**src/verilog/trim_pkg.sv**
```systemverilog
// Shared constants and carrier types for the lane alarm and offset trim register slice
package trim_pkg;

  // Register port, lane count and trim widths
  localparam int ADDR_W = 12;
  localparam int DATA_W = 16;
  localparam int LANES = 8;
  localparam int TRIM_W = 12;

  // Register addresses (byte-addressed register port)
  localparam logic [11:0] LANE_FIFO_ALARM_FLAGS_ADDR = 12'h2C4;
  localparam logic [11:0] CORE0_OFFSET_TRIM_ADDR = 12'h330;
  localparam logic [11:0] CORE1_OFFSET_TRIM_ADDR = 12'h332;
  localparam logic [11:0] CORE2_INPUT_A_OFFSET_TRIM_ADDR = 12'h334;
  localparam logic [11:0] CORE2_INPUT_B_OFFSET_TRIM_ADDR = 12'h336;
  // Alarm status, mask, calibration control and calibration status registers of this slice
  localparam logic [11:0] ALARM_STATUS_ADDR = 12'h2C0;
  localparam logic [11:0] ALARM_MASK_ADDR = 12'h2C2;
  localparam logic [11:0] CAL_CONTROL_ADDR = 12'h340;
  localparam logic [11:0] CAL_STATUS_ADDR = 12'h342;

  // Field positions
  localparam int SUMMARY_FIFO_BIT = 5;
  localparam int OFFSET_CAL_EN_BIT = 0;
  localparam int BG_CAL_EN_BIT = 1;
  localparam int CONT_BG_OFFSET_EN_BIT = 2;
  localparam int CAL_INPUT_SEL_BIT = 3;
  localparam int FOREGROUND_DONE_BIT = 0;
  localparam int ACCESS_OK_BIT = 1;

  // Cycle counts after reset release
  localparam logic [1:0] FUSE_LOAD_CYCLE = 2'h2;
  localparam logic [1:0] FUSE_CNT_LAST = 2'h3;

  // Reset values
  localparam logic [7:0] LANE_FLAGS_RESET = 8'hFF;
  localparam logic [7:0] ALARM_STATUS_RESET = 8'h20;
  localparam logic [7:0] ALARM_MASK_RESET = 8'h20;
  localparam logic [3:0] CAL_CONTROL_RESET = 4'h0;
  localparam logic [15:0] READ_ZERO = 16'h0000;

  // Calibration engine status, as seen by this slice
  typedef struct packed {
    logic offset_cal_busy;
    logic foreground_complete_flag;
  } cal_state_type;

  // Register port request
  typedef struct packed {
    logic [11:0] addr;
    logic [15:0] wdata;
    logic wr;
    logic rd;
  } reg_req_type;

endpackage
```
**src/verilog/lane_alarm_bit.sv**
```systemverilog
// One sticky write-one-to-clear alarm flag with set priority
`timescale 1ns/10ps
module lane_alarm_bit #(
  parameter logic RESET_VAL = 1'b1
) (
  // Clock and reset
  input wire logic clk,
  input wire logic rstn,
  // Event and clear
  input wire logic set_evt,
  input wire logic clr,
  // Flag
  output logic flag_q
);

  logic flag_d;

  // A persisting event re-sets the flag in the same cycle as a clear
  assign flag_d = set_evt | (flag_q & ~clr);

  // Flag register, all alarms come out of reset set
  always_ff @(posedge clk)
  begin
    if (!rstn)
      flag_q <= RESET_VAL;
    else
      flag_q <= flag_d;
  end

endmodule

```
**src/verilog/lane_alarm_offset_trim_regs.sv**
```systemverilog
// Lane FIFO alarm flags, summary alarm, interrupt and core offset trim registers
// What this block does
// RULE1 - Set lane flag bit i when lane i FIFO overflows or underflows.
// RULE2 - Writing one clears a lane flag; persisting condition sets it again at once.
// RULE3 - Writing one to the summary FIFO alarm clears all lane flags.
// RULE4 - Lane flags reset to all ones.
// RULE5 - Each trim register holds a 12-bit unsigned value driven to its core.
// RULE6 - Core 2 uses one trim per input, selected by the sampled input.
// RULE7 - Trim power-up contents come from factory fuse storage.
// RULE8 - Host writes zero into trim bits 15:12.
// RULE9 - Host avoids trim access while offset calibration runs.
// RULE10 - Foreground-only offset calibration: access trims after foreground done.
// RULE11 - Background plus continuous offset calibration: never access trims.
// RULE12 - Foreground step still calibrates spare cores with background, no continuous.
// RULE13 - Otherwise host may access trims at any time.
// RULE14 - Summary FIFO alarm bit 5 sets on any active lane error, W1C.
// RULE15 - All alarms set after reset; undefined while the link is disabled.
// RULE16 - Trims read back last write, applied to cores the cycle after.
`timescale 1ns/10ps
module lane_alarm_offset_trim_regs #(
  parameter int LANES = 8,
  parameter int TRIM_W = 12
) (
  // Clock and reset
  input wire logic clk,
  input wire logic rstn,
  // Register port
  input wire logic [11:0] reg_addr,
  input wire logic [15:0] reg_wdata,
  input wire logic reg_wr,
  input wire logic reg_rd,
  output logic [15:0] reg_rdata,
  // Lane FIFO error pulses, on clk
  input wire logic [LANES-1:0] lane_fifo_error,
  input wire logic serial_link_enable,
  // Factory fuse values, static pins
  input wire logic [TRIM_W-1:0] fuse_core0,
  input wire logic [TRIM_W-1:0] fuse_core1,
  input wire logic [TRIM_W-1:0] fuse_core2_a,
  input wire logic [TRIM_W-1:0] fuse_core2_b,
  // Calibration engine status and core 2 input selection, on clk
  input wire logic offset_cal_busy,
  input wire logic foreground_complete_flag,
  input wire logic core2_on_second_input,
  // Trim outputs to the cores
  output logic [TRIM_W-1:0] core0_offset_value,
  output logic [TRIM_W-1:0] core1_offset_value,
  output logic [TRIM_W-1:0] core2_offset_value,
  // Calibration control to the engine
  output logic offset_calibration_enable,
  output logic background_calibration_enable,
  output logic continuous_background_offset_enable,
  // Interrupt
  output logic irq
);

  // Decoded strobes
  wire logic wr_lane = reg_wr && (reg_addr == trim_pkg::LANE_FIFO_ALARM_FLAGS_ADDR);
  wire logic wr_stat = reg_wr && (reg_addr == trim_pkg::ALARM_STATUS_ADDR);
  wire logic wr_mask = reg_wr && (reg_addr == trim_pkg::ALARM_MASK_ADDR);
  wire logic wr_ctl = reg_wr && (reg_addr == trim_pkg::CAL_CONTROL_ADDR);
  wire logic wr_trim0 = reg_wr && (reg_addr == trim_pkg::CORE0_OFFSET_TRIM_ADDR);
  wire logic wr_trim1 = reg_wr && (reg_addr == trim_pkg::CORE1_OFFSET_TRIM_ADDR);
  wire logic wr_trim2a = reg_wr && (reg_addr == trim_pkg::CORE2_INPUT_A_OFFSET_TRIM_ADDR);
  wire logic wr_trim2b = reg_wr && (reg_addr == trim_pkg::CORE2_INPUT_B_OFFSET_TRIM_ADDR);

  // Summary clear wipes every lane flag along with itself
  wire logic summary_clr = wr_stat && reg_wdata[trim_pkg::SUMMARY_FIFO_BIT]; // [RULE3]

  // Error events only count while the link runs; flags hold their value otherwise
  wire logic [LANES-1:0] lane_evt = lane_fifo_error & {LANES{serial_link_enable}}; // [RULE15]

  // Lane flags, reset to all ones
  logic [LANES-1:0] per_lane_overflow_flags;
  genvar gi;
  generate
    for (gi = 0; gi < LANES; gi++)
    begin : g_lane
      lane_alarm_bit #(
        .RESET_VAL(trim_pkg::LANE_FLAGS_RESET[gi]) // [RULE4]
      ) u_bit (
        .clk(clk),
        .rstn(rstn),
        .set_evt(lane_evt[gi]), // [RULE1]
        .clr((wr_lane && reg_wdata[gi]) || summary_clr), // [RULE2] [RULE3]
        .flag_q(per_lane_overflow_flags[gi])
      );
    end
  endgenerate

  // Summary flag, set by any active lane error
  logic summary_lane_overflow_flag;
  lane_alarm_bit #(
    .RESET_VAL(trim_pkg::ALARM_STATUS_RESET[trim_pkg::SUMMARY_FIFO_BIT]) // [RULE15]
  ) u_summary (
    .clk(clk),
    .rstn(rstn),
    .set_evt(|lane_evt), // [RULE14]
    .clr(summary_clr), // [RULE14]
    .flag_q(summary_lane_overflow_flag)
  );

  // Fuse values are static straps; synchronise before use
  logic [4*TRIM_W-1:0] fuse_sync;
  sync2 #(
    .W(4*TRIM_W)
  ) u_fuse_sync (
    .clk(clk),
    .rstn(rstn),
    .din({fuse_core0, fuse_core1, fuse_core2_a, fuse_core2_b}),
    .dout(fuse_sync)
  );

  // Fuse load runs a few cycles after reset release so the synchroniser has settled
  logic [1:0] load_cnt_q;
  wire logic fuse_load_now = (load_cnt_q == trim_pkg::FUSE_LOAD_CYCLE);
  always_ff @(posedge clk)
  begin
    if (!rstn)
      load_cnt_q <= 2'h0;
    else if (load_cnt_q != trim_pkg::FUSE_CNT_LAST)
      load_cnt_q <= load_cnt_q + 2'h1;
  end

  // Trim registers; bits 15:12 are stored so software reads back what it wrote
  logic [15:0] trim0_q;
  logic [15:0] trim1_q;
  logic [15:0] trim2a_q;
  logic [15:0] trim2b_q;

  // Core 0 trim; the one-time fuse load beats a write in the same cycle
  always_ff @(posedge clk)
  begin
    if (!rstn)
      trim0_q <= trim_pkg::READ_ZERO;
    else if (fuse_load_now)
      trim0_q <= {4'h0, fuse_sync[4*TRIM_W-1 -: TRIM_W]}; // [RULE7]
    else if (wr_trim0)
      trim0_q <= reg_wdata; // [RULE16]
  end

  // Core 1 trim
  always_ff @(posedge clk)
  begin
    if (!rstn)
      trim1_q <= trim_pkg::READ_ZERO;
    else if (fuse_load_now)
      trim1_q <= {4'h0, fuse_sync[3*TRIM_W-1 -: TRIM_W]}; // [RULE7]
    else if (wr_trim1)
      trim1_q <= reg_wdata; // [RULE16]
  end

  // Core 2 trim used while sampling the first input
  always_ff @(posedge clk)
  begin
    if (!rstn)
      trim2a_q <= trim_pkg::READ_ZERO;
    else if (fuse_load_now)
      trim2a_q <= {4'h0, fuse_sync[2*TRIM_W-1 -: TRIM_W]}; // [RULE7]
    else if (wr_trim2a)
      trim2a_q <= reg_wdata; // [RULE16]
  end

  // Core 2 trim used while sampling the second input
  always_ff @(posedge clk)
  begin
    if (!rstn)
      trim2b_q <= trim_pkg::READ_ZERO;
    else if (fuse_load_now)
      trim2b_q <= {4'h0, fuse_sync[TRIM_W-1 -: TRIM_W]}; // [RULE7]
    else if (wr_trim2b)
      trim2b_q <= reg_wdata; // [RULE16]
  end

  // Core 0 trim output, one cycle behind its register
  always_ff @(posedge clk)
  begin
    if (!rstn)
      core0_offset_value <= '0;
    else
      core0_offset_value <= trim0_q[TRIM_W-1:0]; // [RULE5]
  end

  // Core 1 trim output
  always_ff @(posedge clk)
  begin
    if (!rstn)
      core1_offset_value <= '0;
    else
      core1_offset_value <= trim1_q[TRIM_W-1:0]; // [RULE5]
  end

  // Core 2 trim output follows the input it is sampling
  always_ff @(posedge clk)
  begin
    if (!rstn)
      core2_offset_value <= '0;
    else
      core2_offset_value <= core2_on_second_input ? trim2b_q[TRIM_W-1:0]
                                                  : trim2a_q[TRIM_W-1:0]; // [RULE6]
  end

  // Calibration control; the engine owns the spare-core step
  logic [3:0] cal_ctl_q;
  always_ff @(posedge clk)
  begin
    if (!rstn)
      cal_ctl_q <= trim_pkg::CAL_CONTROL_RESET;
    else if (wr_ctl)
      cal_ctl_q <= reg_wdata[3:0];
  end

  // Offset calibration enable to the engine
  always_ff @(posedge clk)
  begin
    if (!rstn)
      offset_calibration_enable <= 1'b0;
    else
      offset_calibration_enable <= cal_ctl_q[trim_pkg::OFFSET_CAL_EN_BIT]; // [RULE12]
  end

  // Background enable; with continuous off the engine still trims spares in foreground
  always_ff @(posedge clk)
  begin
    if (!rstn)
      background_calibration_enable <= 1'b0;
    else
      background_calibration_enable <= cal_ctl_q[trim_pkg::BG_CAL_EN_BIT]; // [RULE12]
  end

  // Continuous background offset enable
  always_ff @(posedge clk)
  begin
    if (!rstn)
      continuous_background_offset_enable <= 1'b0;
    else
      continuous_background_offset_enable <= cal_ctl_q[trim_pkg::CONT_BG_OFFSET_EN_BIT];
  end

  // Calibration engine status travels as one carrier inside the slice
  wire trim_pkg::cal_state_type cal_state = {offset_cal_busy, foreground_complete_flag};

  // Trim access is safe when no restricting calibration condition holds
  wire logic offset_cal_on = cal_ctl_q[trim_pkg::OFFSET_CAL_EN_BIT];
  wire logic bg_cal_on = cal_ctl_q[trim_pkg::BG_CAL_EN_BIT];
  wire logic cont_bg_on = cal_ctl_q[trim_pkg::CONT_BG_OFFSET_EN_BIT];
  wire logic access_ok = !cal_state.offset_cal_busy // [RULE9]
    && !(bg_cal_on && cont_bg_on) // [RULE11]
    && !(offset_cal_on && !cal_state.foreground_complete_flag); // [RULE10] [RULE13]

  // Alarm mask, same layout as the status register
  logic [7:0] alarm_mask_q;
  always_ff @(posedge clk)
  begin
    if (!rstn)
      alarm_mask_q <= trim_pkg::ALARM_MASK_RESET;
    else if (wr_mask)
      alarm_mask_q <= reg_wdata[7:0];
  end

  // Level interrupt while the summary alarm is set and unmasked
  always_ff @(posedge clk)
  begin
    if (!rstn)
      irq <= 1'b0;
    else
      irq <= summary_lane_overflow_flag && !alarm_mask_q[trim_pkg::SUMMARY_FIFO_BIT];
  end

  // Read mux; unmapped addresses read as zero
  logic [15:0] rd_mux;
  always_comb
  begin
    rd_mux = trim_pkg::READ_ZERO;
    unique case (reg_addr)
      trim_pkg::LANE_FIFO_ALARM_FLAGS_ADDR: rd_mux = {8'h00, per_lane_overflow_flags};
      trim_pkg::ALARM_STATUS_ADDR:
        rd_mux[trim_pkg::SUMMARY_FIFO_BIT] = summary_lane_overflow_flag;
      trim_pkg::ALARM_MASK_ADDR: rd_mux = {8'h00, alarm_mask_q};
      trim_pkg::CAL_CONTROL_ADDR: rd_mux = {12'h000, cal_ctl_q};
      trim_pkg::CAL_STATUS_ADDR:
      begin
        rd_mux[trim_pkg::FOREGROUND_DONE_BIT] = cal_state.foreground_complete_flag;
        rd_mux[trim_pkg::ACCESS_OK_BIT] = access_ok;
      end
      trim_pkg::CORE0_OFFSET_TRIM_ADDR: rd_mux = trim0_q; // [RULE16]
      trim_pkg::CORE1_OFFSET_TRIM_ADDR: rd_mux = trim1_q;
      trim_pkg::CORE2_INPUT_A_OFFSET_TRIM_ADDR: rd_mux = trim2a_q;
      trim_pkg::CORE2_INPUT_B_OFFSET_TRIM_ADDR: rd_mux = trim2b_q;
      default: rd_mux = trim_pkg::READ_ZERO;
    endcase
  end

  // Read data stands only in the cycle after the strobe
  always_ff @(posedge clk)
  begin
    if (!rstn)
      reg_rdata <= trim_pkg::READ_ZERO;
    else if (reg_rd)
      reg_rdata <= rd_mux;
    else
      reg_rdata <= trim_pkg::READ_ZERO;
  end

endmodule

```
**src/verilog/sync2.sv**
```systemverilog
// Two-flop synchroniser for a vector of slow levels
`timescale 1ns/10ps
module sync2 #(
  parameter int W = 8
) (
  // Clock and reset
  input wire logic clk,
  input wire logic rstn,
  // Asynchronous levels in, synchronised levels out
  input wire logic [W-1:0] din,
  output logic [W-1:0] dout
);

  logic [W-1:0] meta_q;

  // First stage feeds only the second stage
  always_ff @(posedge clk)
  begin
    if (!rstn)
    begin
      meta_q <= '0;
      dout <= '0;
    end
    else
    begin
      meta_q <= din;
      dout <= meta_q;
    end
  end

endmodule

```
**config.mk**
```make
export PLATFORM = sky130hd
export DESIGN_NAME = lane_alarm_offset_trim_regs
export DESIGN_NICKNAME = d
export VERILOG_FILES = /design/src/verilog/trim_pkg.sv /design/src/verilog/lane_alarm_bit.sv /design/src/verilog/lane_alarm_offset_trim_regs.sv /design/src/verilog/sync2.sv
export SDC_FILE = /design/constraint.sdc
export NUM_CORES = 1
export LEC_CHECK = 0
export ABC_CLOCK_PERIOD_IN_PS = 1790
export BUFFER_PORTS_ARGS = -buffer_cell sky130_fd_sc_hd__buf_2
export CORE_MARGIN = 2
export CORE_UTILIZATION = 55
export CTS_CLUSTER_SIZE = 12
export DETAILED_ROUTE_END_ITERATION = 10
export MAX_ROUTING_LAYER = met4
export PLACE_DENSITY = 0.86
export SETUP_SLACK_MARGIN = 0.05
export SKIP_CTS_REPAIR_TIMING = 1
export SLEW_MARGIN = 20
export SYNTH_ARGS = -nofsm -noshare
export SYNTH_HDL_FRONTEND = slang
export SYNTH_SLANG_ARGS = --single-unit
```
**constraint.sdc**
```tcl
create_clock -name clk -period 1.79 [get_ports clk]
set_input_delay 0.0895 -clock clk [delete_from_list [all_inputs] [get_ports clk]]
set_output_delay 0.0895 -clock clk [all_outputs]
set_load 0.01 [all_outputs]
```
==> metrics.md <==
| Metric | Value |
|---|---|
| Status | finished, final reports clean |
| Leak | 5.099 nW |
| R2r worst-path depth | 5 |
| Syn avg cell area | 10.83 µm² |
| GRT Overall Usage | 23.30% |
| Number of port buffers | 147 |
| PD cells | 1043 nW/µm² |
| Slowest CP cell | dlygate4sd3_1 |
| Site row count | 45 |
| First drt pass iteration count | 5 |
| Tcrit/Tclk final | 99.15% |
| Register area share after synthesis | 54.97% |
| CTS HTree Levels | 1 |
| Layout cell share with drive strength beyond 1 | 21.95% |
| Fill count | 1,024 |
| Final Power | 11.65 mW |
| Most common cell after layout, fill and taps aside | dfxtp_1 |
| Final min period | 1.775 ns |
| Initial antenna violation count | 1 |
| Commonest cells after routing, fill and taps aside | dfxtp_1 (239), buf_2 (146), and2_1 (123) |
| Slack of the critical path | 0.01527 ns |
| Post-DP Area | 9584 µm² |
| Slew of the pin with the lowest slew margin | 0.5236 ns |
| Fin. Hold Viols | 0 |
| Peak supply drop | 0.7633 mV |
| Vias post-DR | 6,725 |
| First-pass GRT wire length | 30,350 µm |
| Pre-CTS setup slack | 0.1074 ns |
| Worst-Skew Late Latency | 0.51 ns |
| Critical setup path kind | in -> reg |
| Initial Utilization | 56.84% |
| Post-Synthesis Cells | 804 |
| Max Freq | 563.5 MHz |
| Die Y | 129.8 µm |
| DR vias/cell | 5.397 |
| Relative slew slack | 65.01% |
| Worst path top cell family by delay | buffers and inverters |
| EDFF count, synth | 0 |
| Vias in the first global route | 5,938 |
| Hpwl dp | 13,150 µm |
| Initial DRC Count | 580 |
| WL/cell | 16.84 µm |
| Remaining DRCs | 0 |
| Post-synthesis register bit count | 239 |
| Mux cell area share after synthesis | 13.11% |
| DRT antenna net count | 0 |
| Worst path depth | 6 |
| Die area | 16,850 µm² |
| CP max FO | 2 |
| Synth Area in XOR/XNOR | 0.1006% |
| Num CTS Buffers | 24 |
| Ys Warns | 0 |
| Critical Path Most Common Cell | dlygate4sd3_1 |
| CP endpoint kind | flop |
| Adder-Cell Fraction of Synth Area | 0.2875% |
| Die width | 129.8 µm |
| Bufs and invs on worst path | 4 |
| Final setup viols | 0 |
| CTS sink count | 239 |
| Routability cong. | 0.8910 |
| Final max-slew violation count | 0 |
| CP Cell Sequence | dlygate4sd3_1 -> buf_2 -> nand2_1 -> dlygate4sd3_1 -> o211ai_1 -> dlygate4sd3_1 |
| Data required, critical path | 2.18 ns |
| Finished Cell Area | 11,170 µm² |
| Largest net degree at the start of global routing | 107 |
| Root buffer cell | clkbuf_16 |
| Final cell utilization of the core | 72.92% |
| Gr ovfl total | 0 |
| I/O pin count | 148 |
| Crit path DAT | 2.16 ns |
| Maxcap violations | 0 |
| Simple-gate area share of the yosys netlist | 18.10% |
| Setup tns final | 0 ns |
| Synth Area in Compound Gates | 9.774% |
| Area grow syn2layout | 28.30% |
| Async SR Flop Fraction | 0% |
| Hold path depth | 3 |
| Skew final | 0.01155 ns |
| Prevailing post-synth register cell | dfxtp_1 |
| Slowest cell delay on critical path | 0.61 ns |
| HP Class | in -> reg |
| Core footprint | 15,310 µm² |
| Clock slew at reported path FFs | 0.06 ns |
| Nets@finish | 1,121 |
| TritonCTS clock tree | yes |
| DRT Wirelength | 20,980 µm |
| Syn_nets | 898 |
| Synth cell types | 46 |
| Combinational family with the most area after synthesis | simple AND/OR/NAND/NOR gates |
| CTS Buffer Depth | 3 |
| Post-Synthesis Cell Area | 8705 µm² |
| Crit path launch type | input pin |
==> tightest hold or removal path, cell delays in order <==
cell and delay (ns):
buf_2 0.15, o21ai_0 0.14, nand3_1 0.11
==> layout make-up <==
class / count / area (µm²) / share of cell area (%)
repair buffers: 256 / 1837 / 16.45
clock inverters: 2 / 23.77 / 0.2129
inverters: 5 / 18.77 / 0.1680
clock buffers: 31 / 636.9 / 5.702
well taps: 211 / 264.0 / 2.364
diodes: 1 / 2.502 / 0.02241
multi-input cells: 501 / 3601 / 32.24
flip-flops and latches: 239 / 4785 / 42.84
==> registers in the layout, summed over array words and instances (netlist names), 12 cells and up <==
| register | flops |
|---|---|
| trim1_q | 16 |
| u_fuse_sync.meta_q | 48 |
| reg_rdata | 16 |
| core2_offset_value | 12 |
| trim2b_q | 16 |
| core0_offset_value | 12 |
| trim0_q | 16 |
| u_fuse_sync.dout | 48 |
| trim2a_q | 16 |
| core1_offset_value | 12 |
==> worst paths after layout <==
check | end | start | slack, ns
max | g_lane[3].u_bit.flag_q$_SDFF_PN1_ | lane_fifo_error[3] | 0.02
min | u_summary.flag_q$_SDFF_PN1_ | serial_link_enable | 0.04
max reg2reg | trim1_q[14]$_SDFFE_PP0P_ | load_cnt_q[0]$_SDFFE_PN0P_ | 0.30
min reg2reg | u_fuse_sync.dout[2]$_SDFF_PN0_ | u_fuse_sync.meta_q[2]$_SDFF_PN0_ | 0.43
==> Yosys cell counts (all sizes together), types with 4 or more instances <==
| library cell | n | area share, % |
|---|---|---|
| nand4 | 6 | 1.1 |
| inv | 5 | 0.22 |
| dfxtp | 239 | 55 |
| and3 | 16 | 1.1 |
| mux4 | 16 | 4.1 |
| and2 | 123 | 8.8 |
| a31oi | 4 | 0.29 |
| nand3 | 14 | 0.86 |
| and4 | 5 | 0.56 |
| mux2i | 78 | 9.0 |
| nor4b | 4 | 0.65 |
| o21ai | 70 | 4.0 |
| a22oi | 6 | 0.52 |
| o211ai | 7 | 0.60 |
| or4 | 4 | 0.34 |
| a21oi | 64 | 3.7 |
| buf | 23 | 1.9 |
| nand2 | 19 | 0.85 |
| nor2 | 38 | 1.7 |
| clkbuf | 36 | 1.6 |
==> report_power, final <==
group | internal [mW] | switching, mW | total, mW
sequential | 5.71 | 0.231 | 5.95
combinational | 0.676 | 0.691 | 1.37
clock | 2.47 | 1.87 | 4.34
total | 8.86 | 2.79 | 11.7
==> layer usage <==
layer / wire [µm] / GRT usage (%) / up-vias
met5: 0 / - / -
li1: - / - / 3240
met4: 678 / 8.159 / 0
met3: 1555 / 3.239 / 68
met1: 8582 / 31.04 / 3110
met2: 10170 / 36.71 / 307
==> cell families (layout without fill, tap and decap cells) <==
kind of cell / after synthesis / count (layout)
other: 0 / 1
flip-flops: 239 / 239
AND/OR/NAND/NOR: 249 / 249
multiplexers: 94 / 94
buffers and inverters: 64 / 294
AO/OA/AOI/OAI: 155 / 155
adder cells (fa/ha/maj): 2 / 2
XOR/XNOR: 1 / 1
==> metrics by stage <==
step           hold slack (ns)  std cells
6_report               0.04192       1246
5_1_grt                0.03679       1246
4_1_cts                -0.2390       1153
3_5_place_dp            0.2983       1120
3_3_place_gp            0.2947       1120
2_1_floorplan           0.2168        804
Note: power is estimated with default switching activity, not from simulation.
